$ cat src/shared/tcs_map.svh
`ifndef TCS_MAP_SVH
`define TCS_MAP_SVH

// Parity generators, top degree implied, one bit per lower degree
`define TCS_POLY24      24'h800063
`define TCS_POLY16      24'h001021
`define TCS_POLY12      24'h00080f
`define TCS_POLY8       24'h00009b
`define TCS_MASK24      24'hffffff
`define TCS_MASK16      24'h00ffff
`define TCS_MASK12      24'h000fff
`define TCS_MASK8       24'h0000ff

// Parity lengths in bits
`define TCS_LEN24       5'd24
`define TCS_LEN16       5'd16
`define TCS_LEN12       5'd12
`define TCS_LEN8        5'd8

// Largest code block sizes
`define TCS_ZMAX_CONV   25'd504
`define TCS_ZMAX_TURBO  25'd5114

// Encoder tail length, constraint length minus one
`define TCS_TAIL_LEN    25'd8

// Interval timing
`define TCS_TTI_BASE_MS 10
`define TCS_CLK_MHZ     100

`endif

$ cat src/shared/tcs_pkg.sv
package tcs_pkg;

   // Parity length selection
   typedef enum logic [2:0] {CRC_NONE, CRC_8, CRC_12, CRC_16, CRC_24} tcs_crc_t;

   // Channel coding selection
   typedef enum logic [1:0] {CODE_NONE, CODE_CONV_HALF, CODE_CONV_THIRD, CODE_TURBO} tcs_code_t;

   // Interval length selection: 10, 20, 40 or 80 ms
   typedef enum logic [1:0] {TTI_10, TTI_20, TTI_40, TTI_80} tcs_tti_t;

endpackage : tcs_pkg

$ cat src/core/tcs_core.sv
`include "tcs_map.svh"

// Shift-register FIFO, head entry is a flop
module tcs_fifo #(
   parameter int W = 1,
   parameter int D = 4
) (
   // Clock and reset
   input  wire logic         clk_i,
   input  wire logic         rst_n_i,
   // Fill side
   input  wire logic [W-1:0] in_data_i,
   input  wire logic         in_valid_i,
   output logic              in_ready_o,
   // Drain side
   output logic [W-1:0]      out_data_o,
   output logic              out_valid_o,
   input  wire logic         out_ready_i
);
   localparam int CW = $clog2(D);

   logic [W-1:0] mem [D];
   logic [CW:0]  cnt;
   logic [CW:0]  wr_idx;
   logic [CW:0]  next_cnt;
   logic         push;
   logic         pop;

   // Handshakes
   assign in_ready_o = (cnt < (CW+1)'(D));
   assign push       = in_valid_i && in_ready_o;
   assign pop        = out_valid_o && out_ready_i;
   assign wr_idx     = pop ? cnt - 1'b1 : cnt;
   assign next_cnt   = cnt + (CW+1)'(push) - (CW+1)'(pop);
   assign out_data_o = mem[0];

   // Occupancy and flopped valid
   always_ff @(posedge clk_i or negedge rst_n_i) begin
      if (!rst_n_i) begin
         cnt         <= '0;
         out_valid_o <= 1'b0;
      end else begin
         cnt         <= next_cnt;
         out_valid_o <= (next_cnt != '0);
      end
   end

   // One storage entry each, shifting toward the head
   for (genvar i = 0; i < D; i++) begin : g_ent
      always_ff @(posedge clk_i or negedge rst_n_i) begin
         if (!rst_n_i) begin
            mem[i] <= '0;
         end else if (push && wr_idx == (CW+1)'(i)) begin
            mem[i] <= in_data_i;
         end else if (pop) begin
            if (i < D-1) begin
               mem[i] <= mem[(i < D-1) ? i+1 : i];
            end else begin
               mem[i] <= '0;
            end
         end
      end
   end
endmodule : tcs_fifo

module tcs_core
   import tcs_pkg::*;
#(
   parameter int        A_W            = 16,
   parameter int        M_W            = 8,
   parameter int        FIFO_DEPTH     = 4,
   parameter int        TTI_BASE_CYC   = `TCS_TTI_BASE_MS * 1000 * `TCS_CLK_MHZ,
   parameter logic [8:0] GEN0          = 9'h16f,
   parameter logic [8:0] GEN1          = 9'h1d9,
   parameter logic [8:0] GEN2          = 9'h127
) (
   // Clock and reset
   input  wire logic             MCLK_I,
   input  wire logic             RSTN_I,
   // Interval configuration and start
   input  wire logic             START_I,
   input  wire tcs_pkg::tcs_tti_t TTI_SEL_I,
   input  wire tcs_pkg::tcs_crc_t CRC_SEL_I,
   input  wire tcs_pkg::tcs_code_t CODE_SEL_I,
   input  wire logic             CHAN_COMMON_I,
   input  wire logic [A_W-1:0]   BLK_LEN_I,
   input  wire logic [M_W-1:0]   BLK_CNT_I,
   // Transport block bits in
   input  wire logic             DIN_I,
   input  wire logic             DIN_VALID_I,
   output logic                  DIN_READY_O,
   // Coded bits out
   output logic                  DOUT_O,
   output logic                  DOUT_VALID_O,
   input  wire logic             DOUT_READY_I,
   // Status
   output logic                  BUSY_O,
   output logic                  DONE_O,
   output logic                  START_REJ_O
);
   import tcs_pkg::*;

   localparam int XW = 25;
   localparam int TW = 27;

   typedef enum {ST_IDLE, ST_CNT_C, ST_CNT_K, ST_RUN} tcs_state_t;

   tcs_state_t       state;
   tcs_code_t        code;
   logic [4:0]       par_len;
   logic [23:0]      poly;
   logic [23:0]      mask;
   logic [XW-1:0]    a_len;
   logic [XW-1:0]    b_len;
   logic [XW-1:0]    x_len;
   logic [XW-1:0]    z_max;
   logic             z_unlim;
   logic [XW-1:0]    c_num;
   logic [XW-1:0]    k_len;
   logic [XW-1:0]    acc;
   logic [TW-1:0]    tmr;
   logic [XW-1:0]    cb_pos;
   logic [XW-1:0]    cb_num;
   logic [XW-1:0]    cat_pos;
   logic [XW-1:0]    blk_bit;
   logic [23:0]      crc;
   logic [7:0]       sr;
   logic             cur;
   logic             have_bit;
   logic             last_bit;
   logic [1:0]       sub;
   logic             din_rdy;
   logic             busy;
   logic             done;
   logic             start_rej;
   logic             accept;
   logic             conv;
   logic [XW-1:0]    tail;
   logic             in_block;
   logic             in_cat;
   logic             want_data;
   logic             fetch_go;
   logic             fetch_bit;
   logic             cb_end;
   logic [1:0]       n_out;
   logic             emit;
   logic             emit_last;
   logic             enc_bit;
   logic             f_ready;
   logic [8:0]       taps;
   tcs_code_t        next_code;

   // Interval start gate
   assign accept = START_I && state == ST_IDLE && tmr == '0;

   // Common channels are held to convolutional half rate
   assign next_code = CHAN_COMMON_I ? CODE_CONV_HALF : CODE_SEL_I;

   // Interval timer, one start per interval
   always_ff @(posedge MCLK_I or negedge RSTN_I) begin
      if (!RSTN_I) begin
         tmr <= '0;
      end else if (accept) begin
         tmr <= TW'(TTI_BASE_CYC) << TTI_SEL_I;
      end else if (tmr != '0) begin
         tmr <= tmr - 1'b1;
      end
   end

   // Latched configuration for the interval
   always_ff @(posedge MCLK_I or negedge RSTN_I) begin
      if (!RSTN_I) begin
         code    <= CODE_NONE;
         par_len <= '0;
         poly    <= '0;
         mask    <= '0;
         a_len   <= '0;
         b_len   <= '0;
         x_len   <= '0;
         z_max   <= '0;
         z_unlim <= 1'b1;
      end else if (accept) begin
         code  <= next_code;
         a_len <= XW'(BLK_LEN_I);
         case (CRC_SEL_I)
            CRC_24: begin
               par_len <= `TCS_LEN24;
               poly    <= `TCS_POLY24;
               mask    <= `TCS_MASK24;
            end
            CRC_16: begin
               par_len <= `TCS_LEN16;
               poly    <= `TCS_POLY16;
               mask    <= `TCS_MASK16;
            end
            CRC_12: begin
               par_len <= `TCS_LEN12;
               poly    <= `TCS_POLY12;
               mask    <= `TCS_MASK12;
            end
            CRC_8: begin
               par_len <= `TCS_LEN8;
               poly    <= `TCS_POLY8;
               mask    <= `TCS_MASK8;
            end
            default: begin
               par_len <= '0;
               poly    <= '0;
               mask    <= '0;
            end
         endcase
         z_unlim <= (next_code == CODE_NONE);
         z_max   <= (next_code == CODE_TURBO) ? `TCS_ZMAX_TURBO : `TCS_ZMAX_CONV;
      end else if (state == ST_CNT_C && acc == '0 && c_num == '0) begin
         // Joined length, one cycle after latching
         b_len <= a_len + XW'(par_len);
         x_len <= (a_len + XW'(par_len)) * XW'(BLK_CNT_I);
      end
   end

   // Sequencing and segment sizing
   always_ff @(posedge MCLK_I or negedge RSTN_I) begin
      if (!RSTN_I) begin
         state <= ST_IDLE;
         c_num <= '0;
         k_len <= '0;
         acc   <= '0;
         busy  <= 1'b0;
         done  <= 1'b0;
      end else begin
         done <= 1'b0;
         case (state)
            ST_IDLE: begin
               if (accept) begin
                  state <= ST_CNT_C;
                  c_num <= '0;
                  acc   <= '0;
                  busy  <= 1'b1;
               end
            end
            ST_CNT_C: begin
               if (acc == '0 && c_num == '0) begin
                  c_num <= XW'(1);
                  acc   <= z_max;
               end else if (x_len == '0) begin
                  state <= ST_IDLE;
                  busy  <= 1'b0;
                  done  <= 1'b1;
               end else if (z_unlim || acc >= x_len) begin
                  state <= ST_CNT_K;
                  k_len <= '0;
                  acc   <= '0;
               end else begin
                  c_num <= c_num + 1'b1;
                  acc   <= acc + z_max;
               end
            end
            ST_CNT_K: begin
               if (acc >= x_len) begin
                  state <= ST_RUN;
               end else begin
                  k_len <= k_len + 1'b1;
                  acc   <= acc + c_num;
               end
            end
            default: begin
               if (emit_last && last_bit) begin
                  state <= ST_IDLE;
                  busy  <= 1'b0;
                  done  <= 1'b1;
               end
            end
         endcase
      end
   end

   // Source selection for the next encoder input bit
   assign conv      = (code == CODE_CONV_HALF) || (code == CODE_CONV_THIRD);
   assign tail      = conv ? `TCS_TAIL_LEN : '0;
   assign in_block  = cb_pos < k_len;
   assign in_cat    = in_block && cat_pos < x_len;
   assign want_data = in_cat && blk_bit < a_len;
   assign fetch_go  = state == ST_RUN && !have_bit && (!want_data || (din_rdy && DIN_VALID_I));
   assign fetch_bit = want_data ? DIN_I : (in_cat ? crc[0] : 1'b0);
   assign cb_end    = cb_pos == k_len + tail - 1'b1;

   // Input handshake, raised only while a data bit is needed
   always_ff @(posedge MCLK_I or negedge RSTN_I) begin
      if (!RSTN_I) begin
         din_rdy <= 1'b0;
      end else if (fetch_go) begin
         din_rdy <= 1'b0;
      end else if (state == ST_RUN && !have_bit && want_data) begin
         din_rdy <= 1'b1;
      end
   end

   // Bit position counters across blocks
   always_ff @(posedge MCLK_I or negedge RSTN_I) begin
      if (!RSTN_I) begin
         cb_pos   <= '0;
         cb_num   <= '0;
         cat_pos  <= '0;
         blk_bit  <= '0;
         last_bit <= 1'b0;
      end else if (state == ST_CNT_K) begin
         cb_pos   <= '0;
         cb_num   <= '0;
         cat_pos  <= '0;
         blk_bit  <= '0;
         last_bit <= 1'b0;
      end else if (fetch_go) begin
         last_bit <= cb_end && cb_num == c_num - 1'b1;
         if (in_cat) begin
            cat_pos <= cat_pos + 1'b1;
            blk_bit <= (blk_bit == b_len - 1'b1) ? '0 : blk_bit + 1'b1;
         end
         if (cb_end) begin
            cb_pos <= '0;
            cb_num <= cb_num + 1'b1;
         end else begin
            cb_pos <= cb_pos + 1'b1;
         end
      end
   end

   // Parity register: divide during data, shift out during parity
   always_ff @(posedge MCLK_I or negedge RSTN_I) begin
      if (!RSTN_I) begin
         crc <= '0;
      end else if (state != ST_RUN) begin
         crc <= '0;
      end else if (fetch_go && in_cat) begin
         if (want_data) begin
            crc <= ((crc << 1) ^ ((DIN_I ^ crc[par_len - 1'b1]) ? poly : '0)) & mask;
         end else if (blk_bit == b_len - 1'b1) begin
            crc <= '0;
         end else begin
            crc <= crc >> 1;
         end
      end
   end

   // Encoder output selection
   assign taps      = {cur, sr};
   assign n_out     = (code == CODE_CONV_THIRD) ? 2'd3 : (conv ? 2'd2 : 2'd1);
   assign emit      = have_bit && f_ready;
   assign emit_last = emit && sub == n_out - 1'b1;
   always_comb begin
      if (!conv) begin
         enc_bit = cur;
      end else if (sub == 2'd0) begin
         enc_bit = ^(taps & GEN0);
      end else if (sub == 2'd1) begin
         enc_bit = ^(taps & GEN1);
      end else begin
         enc_bit = ^(taps & GEN2);
      end
   end

   // Encoder state: current bit, phase and shift register
   always_ff @(posedge MCLK_I or negedge RSTN_I) begin
      if (!RSTN_I) begin
         cur      <= 1'b0;
         have_bit <= 1'b0;
         sub      <= '0;
         sr       <= '0;
      end else if (fetch_go) begin
         cur      <= fetch_bit;
         have_bit <= 1'b1;
         sub      <= '0;
         if (cb_pos == '0) begin
            sr <= '0;
         end
      end else if (emit_last) begin
         have_bit <= 1'b0;
         sub      <= '0;
         sr       <= {cur, sr[7:1]};
      end else if (emit) begin
         sub <= sub + 1'b1;
      end
   end

   // Status flops
   always_ff @(posedge MCLK_I or negedge RSTN_I) begin
      if (!RSTN_I) begin
         start_rej <= 1'b0;
      end else begin
         start_rej <= START_I && !accept;
      end
   end

   // Output buffer toward rate matching
   tcs_fifo #(
      .W (1),
      .D (FIFO_DEPTH)
   ) u_fifo (
      .clk_i       (MCLK_I),
      .rst_n_i     (RSTN_I),
      .in_data_i   (enc_bit),
      .in_valid_i  (have_bit),
      .in_ready_o  (f_ready),
      .out_data_o  (DOUT_O),
      .out_valid_o (DOUT_VALID_O),
      .out_ready_i (DOUT_READY_I)
   );

   assign DIN_READY_O = din_rdy;
   assign BUSY_O      = busy;
   assign DONE_O      = done;
   assign START_REJ_O = start_rej;
endmodule : tcs_core

$ cat config.mk
export PLATFORM = sky130hd
export DESIGN_NAME = tcs_core
export DESIGN_NICKNAME = d
export VERILOG_FILES = /design/src/shared/tcs_pkg.sv /design/src/core/tcs_core.sv
export VERILOG_INCLUDE_DIRS = /design/src /design/src/shared
export SDC_FILE = /design/constraint.sdc
export NUM_CORES = 1
export LEC_CHECK = 0
export ABC_AREA = 1
export ABC_CLOCK_PERIOD_IN_PS = 6800
export BUFFER_PORTS_ARGS = -buffer_cell sky130_fd_sc_hd__buf_4
export CAP_MARGIN = 20
export CORE_MARGIN = 5
export CORE_UTILIZATION = 25
export CTS_BUF_LIST = sky130_fd_sc_hd__clkbuf_4 sky130_fd_sc_hd__clkbuf_8
export CTS_CLUSTER_SIZE = 16
export DETAILED_ROUTE_END_ITERATION = 10
export HOLD_SLACK_MARGIN = 0.02
export REMOVE_ABC_BUFFERS = 1
export SLEW_MARGIN = 20
export SYNTH_ARGS = -nofsm -noshare
export SYNTH_HDL_FRONTEND = slang
export SYNTH_SLANG_ARGS = --single-unit
$ cat constraint.sdc
create_clock -name MCLK_I -period 6.8 [get_ports MCLK_I]
set_input_delay 1.36 -clock MCLK_I [delete_from_list [all_inputs] [get_ports MCLK_I]]
set_output_delay 1.36 -clock MCLK_I [all_outputs]
set_load 0.01 [all_outputs]
# Yosys cells after proc, flatten, opt, wreduce, memory -nomap -nowiden
# Cells that the tools add are included.
dict set report word_totals {
  out_inout_bits 6
  regBits 430
}
dict set report classes {
  n_addsub 20
  n_eq_ne 32
  shifts 1
  bitwise_logic 5
  n_reduce_logical 70
  mul 1
  order_cmp 6
  n_mux 87
}
# operator n
set op_table {}
lappend op_table {{two-way mux 25 bit} 25}
lappend op_table {{two-way mux 32 bit} 6}
lappend op_table {{case mux 24 bit (4 select lines)} 2}
lappend op_table {{adder 25 x 1 -> 25 bit, second input constant} 6}
lappend op_table {{zero test 25 bit} 4}
lappend op_table {{case mux 25 bit (2 select lines)} 2}
lappend op_table {{two-way mux 24 bit} 4}
lappend op_table {{case mux 32 bit (3 select lines)} 1}
lappend op_table {{equality test 25 bit} 3}
lappend op_table {{case mux 25 bit (3 select lines)} 1}
lappend op_table {{subtractor 25 x 1 -> 25 bit, second input constant} 3}
lappend op_table {{equality test 32 x 2 -> 1 bit, second input constant} 2}
lappend op_table {{equality test 32 x 3 -> 1 bit, second input constant} 2}
lappend op_table {{zero test 32 bit} 2}
lappend op_table {{two-way mux 27 bit} 2}
lappend op_table {{adder 25 bit} 2}
lappend op_table {{less-than comparator 25 bit} 2}
lappend op_table {{equality test 32 x 1 -> 1 bit, second input constant} 1}
lappend op_table {{inequality test 32 x 3 -> 1 bit, second input constant} 1}
lappend op_table {{zero test 27 bit} 1}
lappend op_table {{two-way mux 1 bit} 27}
lappend op_table {{nonzero test 27 bit} 1}
lappend op_table {{XOR reduction 9 bit} 3}
lappend op_table {{left shift 20 x 2 -> 27 bit, first input constant} 1}
lappend op_table {{49 further kinds} 118}

# Depth between registers and ports, before layout
# Gate-level depths: netlist (run 1).
dict set report logic_depth {
  ltp_word 10
  depth_mapped 28
  depth_no_buf 28
}

# By module
# A second synthesis (run 1) with hierarchy kept.
dict set report unflattened {
  hier_cells 4479
  area_unflattened_um2 30996.0
}
# mod cells_per_inst seq_area_each_um2 instances area_each_um2
set modules_own_cells {}
lappend modules_own_cells {tcs_core 4407 7933.9 1 30454.2}
lappend modules_own_cells {tcs_fifo 72 200.2 1 541.8}

# Worst setup path after synthesis (run 1)
# OpenSTA, ideal clock, no wires.
dict set report synth_timing {
  kind {reg-to-reg}
  from {register par_len[2]}
  to {register x_len[23]}
  setup_slack_ns 0.605
  arrival_ns 6.068
  synth_period_minus_slack_ns 6.195
  path_stages_with_launch 28
  n_path_buf 0
  cell_sequence {dfrtp_1 -> ha_1 -> inv_1 -> fa_1 -> or2_2 -> a21oi_1 -> nand4_1 -> nor2_1 -> nand2_1 -> nor2_1 -> xor2_1 -> nor2_1 -> fa_1 -> fa_1 -> fa_1 -> inv_1 -> fa_1 -> inv_1 -> ha_1 -> a21oi_1 -> o21ai_0 -> a211oi_1 -> o211ai_1 -> nand2_1 -> nand2_1 -> or2_2 -> nand3_1 -> o21ai_0}
}
dict set report synth_via {
  elab_chain_len 2
}
# element line_no
set synth_rtl {}
lappend synth_rtl {{start, declared} tcs_core.sv:110} ;# logic [4:0] par_len;
lappend synth_rtl {{start signal, assigned} tcs_core.sv:187} ;# par_len <= `TCS_LEN24;
lappend synth_rtl {{start signal, assigned} tcs_core.sv:192} ;# par_len <= `TCS_LEN16;
lappend synth_rtl {{start signal, assigned} tcs_core.sv:197} ;# par_len <= `TCS_LEN12;
lappend synth_rtl {{adder 16 x 5 -> 17 bit} tcs_core.sv:217} ;# x_len <= (a_len + XW'(par_len)) * XW'(BLK_CNT_I);
lappend synth_rtl {{multiplier 17 x 8 -> 25 bit} tcs_core.sv:217}
lappend synth_rtl {{end signal, assigned} tcs_core.sv:217}
lappend synth_rtl {{end, declared} tcs_core.sv:115} ;# logic [XW-1:0] x_len;
# Every way passes these cells.
# A chain may end at the register's enable or synchronous reset.

# Worst setup path after layout (run 1)
# Same ends and word-level chain as after synthesis.

==> results of run 1 <==
-- final timing paths --
| check | to | depth (start not counted) |
|---|---|---|
| max | x_len[23] | 29 |
| min | tmr[25] | 1 |
| max reg2reg | x_len[23] | 29 |
| min reg2reg | tmr[25] | 1 |
| max in group asynchronous | b_len[15] | 2 |
| min in group asynchronous | tmr[11] | 1 |
-- state kept, by name, indices dropped and copies added (netlist names), 8 cells and up --
signal / count
a_len: 16
k_len: 25
sr: 8
crc: 24
tmr: 27
blk_bit: 25
c_num: 25
acc: 25
cb_pos: 25
cat_pos: 25
b_len: 17
x_len: 25
cb_num: 25
-- critical path, delay by kind of cell (launching register included) --
family / cells / cell delay (ns)
AOI/OAI and AO/OA: 3 / 0.51
xor gates and xnor gates: 1 / 0.21
adders and majority gates: 7 / 2.93
buffers and inverters: 4 / 0.31
DFF: 1 / 0.36
and+or+nand+nor: 14 / 1.91
-- area by class of cell --
type                    instances  area, um2
clock inverters                24      292.8
multi-input cells            3303      19540
fillers                     13470      87340
repair buffers                 71      573.1
well taps                    1625       2033
inverters                     628       2357
clock buffers                  88       1117
diodes                          3      7.507
flip-flops and latches        325       8134
-- timing repair --
action / in CTS / in global routing
setup buffers: 0 / 3
setup endpoints to repair: 0 / 5
gates resized for setup: 0 / 11
-- kinds of logic (layout without fill, tap and decap cells) --
logic type      after synthesis  after routing  synth area share
flops                       325            325            0.2669
fa+ha+maj                   338            338            0.1619
simple gates               2164           2164            0.3040
buf+inv                     738            811           0.09445
xor+xnor                    257            257           0.07384
compound gates              542            542           0.09827
other cells                   0              3                 0
mux                           2              2         0.0006568
-- metal layers --
layer  wire length, um  track usage  up-vias
met1             42360       0.1869    13160
met3              4789      0.02111      145
li1                  -            -    14090
met4              2143      0.03558        6
met2             39600       0.2184      694
met5                54            0        -
-- power breakdown --
part,switching (mW),leakage [nW],total (mW),internal (mW)
registers,0.0574,4.15,2.06,2.00
clock network,0.965,0.741,2.25,1.29
logic,0.394,12.3,0.637,0.244
total,1.42,17.2,4.95,3.53
-- cells in the final DEF, fill, tap and decap left out, types with 103 or more instances in the layout --
cell type | netlist | layout
nand3_1 | 265 | 265
nand4_1 | 103 | 103
a21oi_1 | 186 | 182
inv_1 | 617 | 616
o21ai_0 | 236 | 236
dfrtp_1 | 324 | 324
nor2_1 | 455 | 454
xor2_1 | 180 | 178
ha_1 | 244 | 242
nand2_1 | 1121 | 1118
-- metrics by stage --
stage | hold slack [ns] | TNS [ns] | instances | setup WS, ns
floorplan | 0.4417 | 0 | 4256 | 0.5858
finish | 0.4736 | 0 | 6067 | 0.4028
CTS | 0.4786 | 0 | 6060 | 0.09445
detailed placement | 0.4647 | 0 | 5948 | 0.1202
global route | 0.5033 | -0.03748 | 6065 | -0.03748
global placement | 0.4595 | 0 | 5948 | 0.1501
==> out/metrics.cfg, run 1 <==
[sta]
finalHoldViolCount = 0
fmax_ghz = 0.1563
min_period_ns = 6.397
worst_pin_slew_ns = 0.9872
skew_ns = 0.04400
finalCritPeriodShare = 0.9408
max-slew-margin-rel = 0.3405
drv_slew = 0
setup_viol = 0

[run_status]
status = completed

[clock_network]
cts_buffer_depth = 3
cts.clk_slew.worst_paths_ns = 0.06
cts_max_level = 2
numCtsBuffers = 60
holdBufCountCts = 0
clock_latency_ns = 0.72
cts_tree = done
clock_tree.root_cell = clkbuf_8
cts.sinks = 325

[synthesis]
avgSynthCellArea_um2 = 6.982
synth_top_area_share = 0.2660
ys.flop_type = dfrtp_1
synth_area_um2 = 30480
synth_most_common_cell = nand2_1
synth_largest_area_cell = dfrtp_1
ys_ff_latch = 325
synth_cell_types = 56
synth_edf_count = 0
yosysWarnings = 0
async_reset_ff_frac = 1.000
synthCells = 4366
yosys-top-cells-area = dfrtp_1, nand2_1, ha_1, inv_1, fa_1
synth_common_cells = nand2_1, inv_1, nor2_1
seq_area_frac_synth = 0.2669

[global_route]
grt_pass1_wl_mm = 145.2
grt_max_degree = 116
antenna_found_initial = 6
grt_use_total = 0.1347
grt_pass1_vias = 27260
grt.overflow.total = 0

[power]
leakage_nw = 17.17
vdd.ir_drop.worst_uv = 131.2
power_mw = 4.950
p_per_area_nw_per_um2 = 145.4

[die]
core_area_um2 = 121400
die_y_um = 359.2
fp.dieW_um = 359.2
start_util = 0.2511
rows = 128
ios = 44
dieArea_um2 = 129000

[worst_setup_path]
crit_top_cell = nand2_1
startpoint_type = register
required_ns = 7.37
crit_type = reg -> reg
startpoint = par_len[2]
crit-reg2reg-launch = par_len[2]
worstSetupEndpointType = register
worstPathArrival_ns = 6.97
critPathMaxStageDelay_ns = 0.54
rrSetupSlack_ns = 0.40
slowest_stage = fa_1
worst-path-max-fanout = 4

[cells_and_area]
syn_to_final_growth_pct = 11.73
nets = 4765
final_area_um2 = 34060
drive_gt1_frac = 0.06060
post-route-util = 0.2805

[detailed_routing]
dr_total_vias = 28090
viasPerCell = 4.630
drt-total-wl_mm = 88.95
ant_nets = 0
drt_iter0_markers = 2072
drtPass1Iterations = 5
wl_per_cell_um = 14.66
route.detailed.drc = 0

[placed_design]
portBuffers = 43
place.gp.congestion = 0.9149
place_area_um2 = 32530
hpwl_mm = 68.40

[flow_run]
max_cap_viol_count = 0

[min_path]
hp-class = reg -> reg
min-delay-start = tmr[25]

(Power assumes the default switching activity.)
==> run 2: changes to the inputs <==
--- a/config.mk
+++ b/config.mk
@@ -7,15 +7,17 @@
 export NUM_CORES = 1
 export LEC_CHECK = 0
 export ABC_AREA = 1
-export ABC_CLOCK_PERIOD_IN_PS = 6800
+export ABC_CLOCK_PERIOD_IN_PS = 7000
 export BUFFER_PORTS_ARGS = -buffer_cell sky130_fd_sc_hd__buf_4
 export CAP_MARGIN = 20
+export CORE_ASPECT_RATIO = 2
 export CORE_MARGIN = 5
-export CORE_UTILIZATION = 25
+export CORE_UTILIZATION = 66
 export CTS_BUF_LIST = sky130_fd_sc_hd__clkbuf_4 sky130_fd_sc_hd__clkbuf_8
 export CTS_CLUSTER_SIZE = 16
 export DETAILED_ROUTE_END_ITERATION = 10
 export HOLD_SLACK_MARGIN = 0.02
+export PLACE_DENSITY = 0.83
 export REMOVE_ABC_BUFFERS = 1
 export SLEW_MARGIN = 20
 export SYNTH_ARGS = -nofsm -noshare
==> constraint.sdc (replaced) <==
create_clock -name MCLK_I -period 7 [get_ports MCLK_I]
set_input_delay 1.4 -clock MCLK_I [delete_from_list [all_inputs] [get_ports MCLK_I]]
set_output_delay 1.4 -clock MCLK_I [all_outputs]
set_load 0.01 [all_outputs]
==> out/metrics.cfg, run 2 (same netlist as run 1, synthesis figures left out) <==
[cells_and_area]
nets = 4769
syn_to_final_growth_pct = 6.625
final_cell_mix = nand2_1, inv_1, nor2_1
regMostFlops = tmr
largest_reg_flops = 27
post-route-util = 0.7091
final_common_cell = nand2_1
instances_no_fill = 5000
drive_gt1_frac = 0.05819

[global_route]
antenna_found_initial = 1
grt.overflow.total = 0
grt_pass1_vias = 30210
grt_use_total = 0.3728
grt_max_degree = 148
grt_pass1_wl_mm = 150.8

[die]
start_util = 0.6651
core_area_um2 = 45830
rows = 111
ios = 44
fp.dieW_um = 162.0
dieArea_um2 = 50840
die_y_um = 313.9

[sta]
whs_ns = 0.4749
drv_slew = 0
min_period_ns = 6.596
setup_tns_ns = 0
setup_viol = 0
max-slew-margin-rel = 0.3287
fmax_ghz = 0.1516
finalCritPeriodShare = 0.9423
worst_pin_slew_ns = 1.006
grt_setup_unrepaired = false
finalHoldViolCount = 0
setup_ws_ns = 0.4037
skew_ns = 0.04339

[placed_design]
dp_cells = 4906
dp_slack_ns = 0.4611
hpwl_mm = 73.70
portBuffers = 43
place.gp.congestion = 1.034

[worst_setup_path]
worstSetupEndpointType = register
slowest_stage = fa_1
critPathMaxStageDelay_ns = 0.57
worst-path-max-fanout = 9
crit_top_cell = fa_1
required_ns = 7.53
worstPathArrival_ns = 7.13
crit_type = reg -> reg
startpoint_type = register

[clock_network]
holdBufCountCts = 0
cts_max_level = 2
cts.clk_slew.worst_paths_ns = 0.08
cts_buffer_depth = 3
cts_tree = done
cts_setup_buffers = 0
cts_resized = 0
numCtsBuffers = 50
clock_latency_ns = 0.68
cts.sinks = 325
clock_tree.root_cell = clkbuf_8

[power]
leakage_nw = 17.09
p_per_area_nw_per_um2 = 137.2
vdd.ir_drop.worst_uv = 162.6

[detailed_routing]
drt_iter0_markers = 1818
dr_total_vias = 29560
ant_nets = 0
drt-total-wl_mm = 94.14
route.detailed.drc = 0
drtPass1Iterations = 6
wl_per_cell_um = 18.83
viasPerCell = 5.911

[run_status]
status = completed

[flow_run]
max_cap_viol_count = 0

[min_path]
hp-class = reg -> reg

==> run 2: cell count changes in the layout (fill, tap and decap cells not counted), moves of 3 or more <==
cell and delta:
clkbuf_4 -3, nand2_1 +3, buf_4 +15, bufinv_16 -4, clkbuf_8 -9, nand2_2 -3
clkinv_2 -3, inv_6 +3
==> run 2: routing by layer <==
metal	global-route usage	share of wire	wire length, um	up-vias
li1	-	-	-	14080
met1	0.3385	0.32	29680	13760
met2	0.6861	0.52	48610	1152
met3	0.05772	0.050	4737	564
met4	0.3519	0.12	11110	0
met5	0	0	0	-
==> run 2: final timing paths <==
check / from / end / slack (ns) / depth (start not counted)
worst min-delay path: tmr[0] / tmr[0] / 0.47 / 1
min in group asynchronous: RSTN_I / k_len[7] / 0.76 / 1
worst max register to register: par_len[2] / x_len[23] / 0.40 / 30
worst max-delay path: par_len[2] / x_len[23] / 0.40 / 30
max in group asynchronous: RSTN_I / tmr[5] / 4.84 / 2
worst min register to register: tmr[0] / tmr[0] / 0.47 / 1
==> run 2: layout make-up <==
type	instances	area (um2)
diodes	1	2.502
clock buffers	76	970.9
clock inverters	17	160.2
fillers	4023	13330
inverters	628	2357
multi-input cells	3303	19510
flip-flops and latches	325	8134
well taps	565	706.9
repair buffers	85	658.1
==> run 2: critical path: cells and delay by family (launching register included) <==
kind                     cells  cell delay (ns)
XOR/XNOR                     1             0.16
flip-flops                   1             0.40
AO/OA/AOI/OAI                6             0.96
adder cells (fa/ha/maj)      7             2.96
buffers and inverters        6             0.68
AND/OR/NAND/NOR             10             1.30
==> run 2: through the flow <==
step / area, um2 / power, mW
after floorplan: 29960 / 2.452
after global placement: 31340 / 2.651
after detailed placement: 31340 / 2.677
after CTS: 32470 / 4.475
after global routing: 32500 / 4.657
final: 32500 / 4.460
==> run 2: report_power, final <==
part	internal (mW)	switching, mW
clock network	0.971	0.846
logic	0.243	0.400
registers	1.95	0.0557
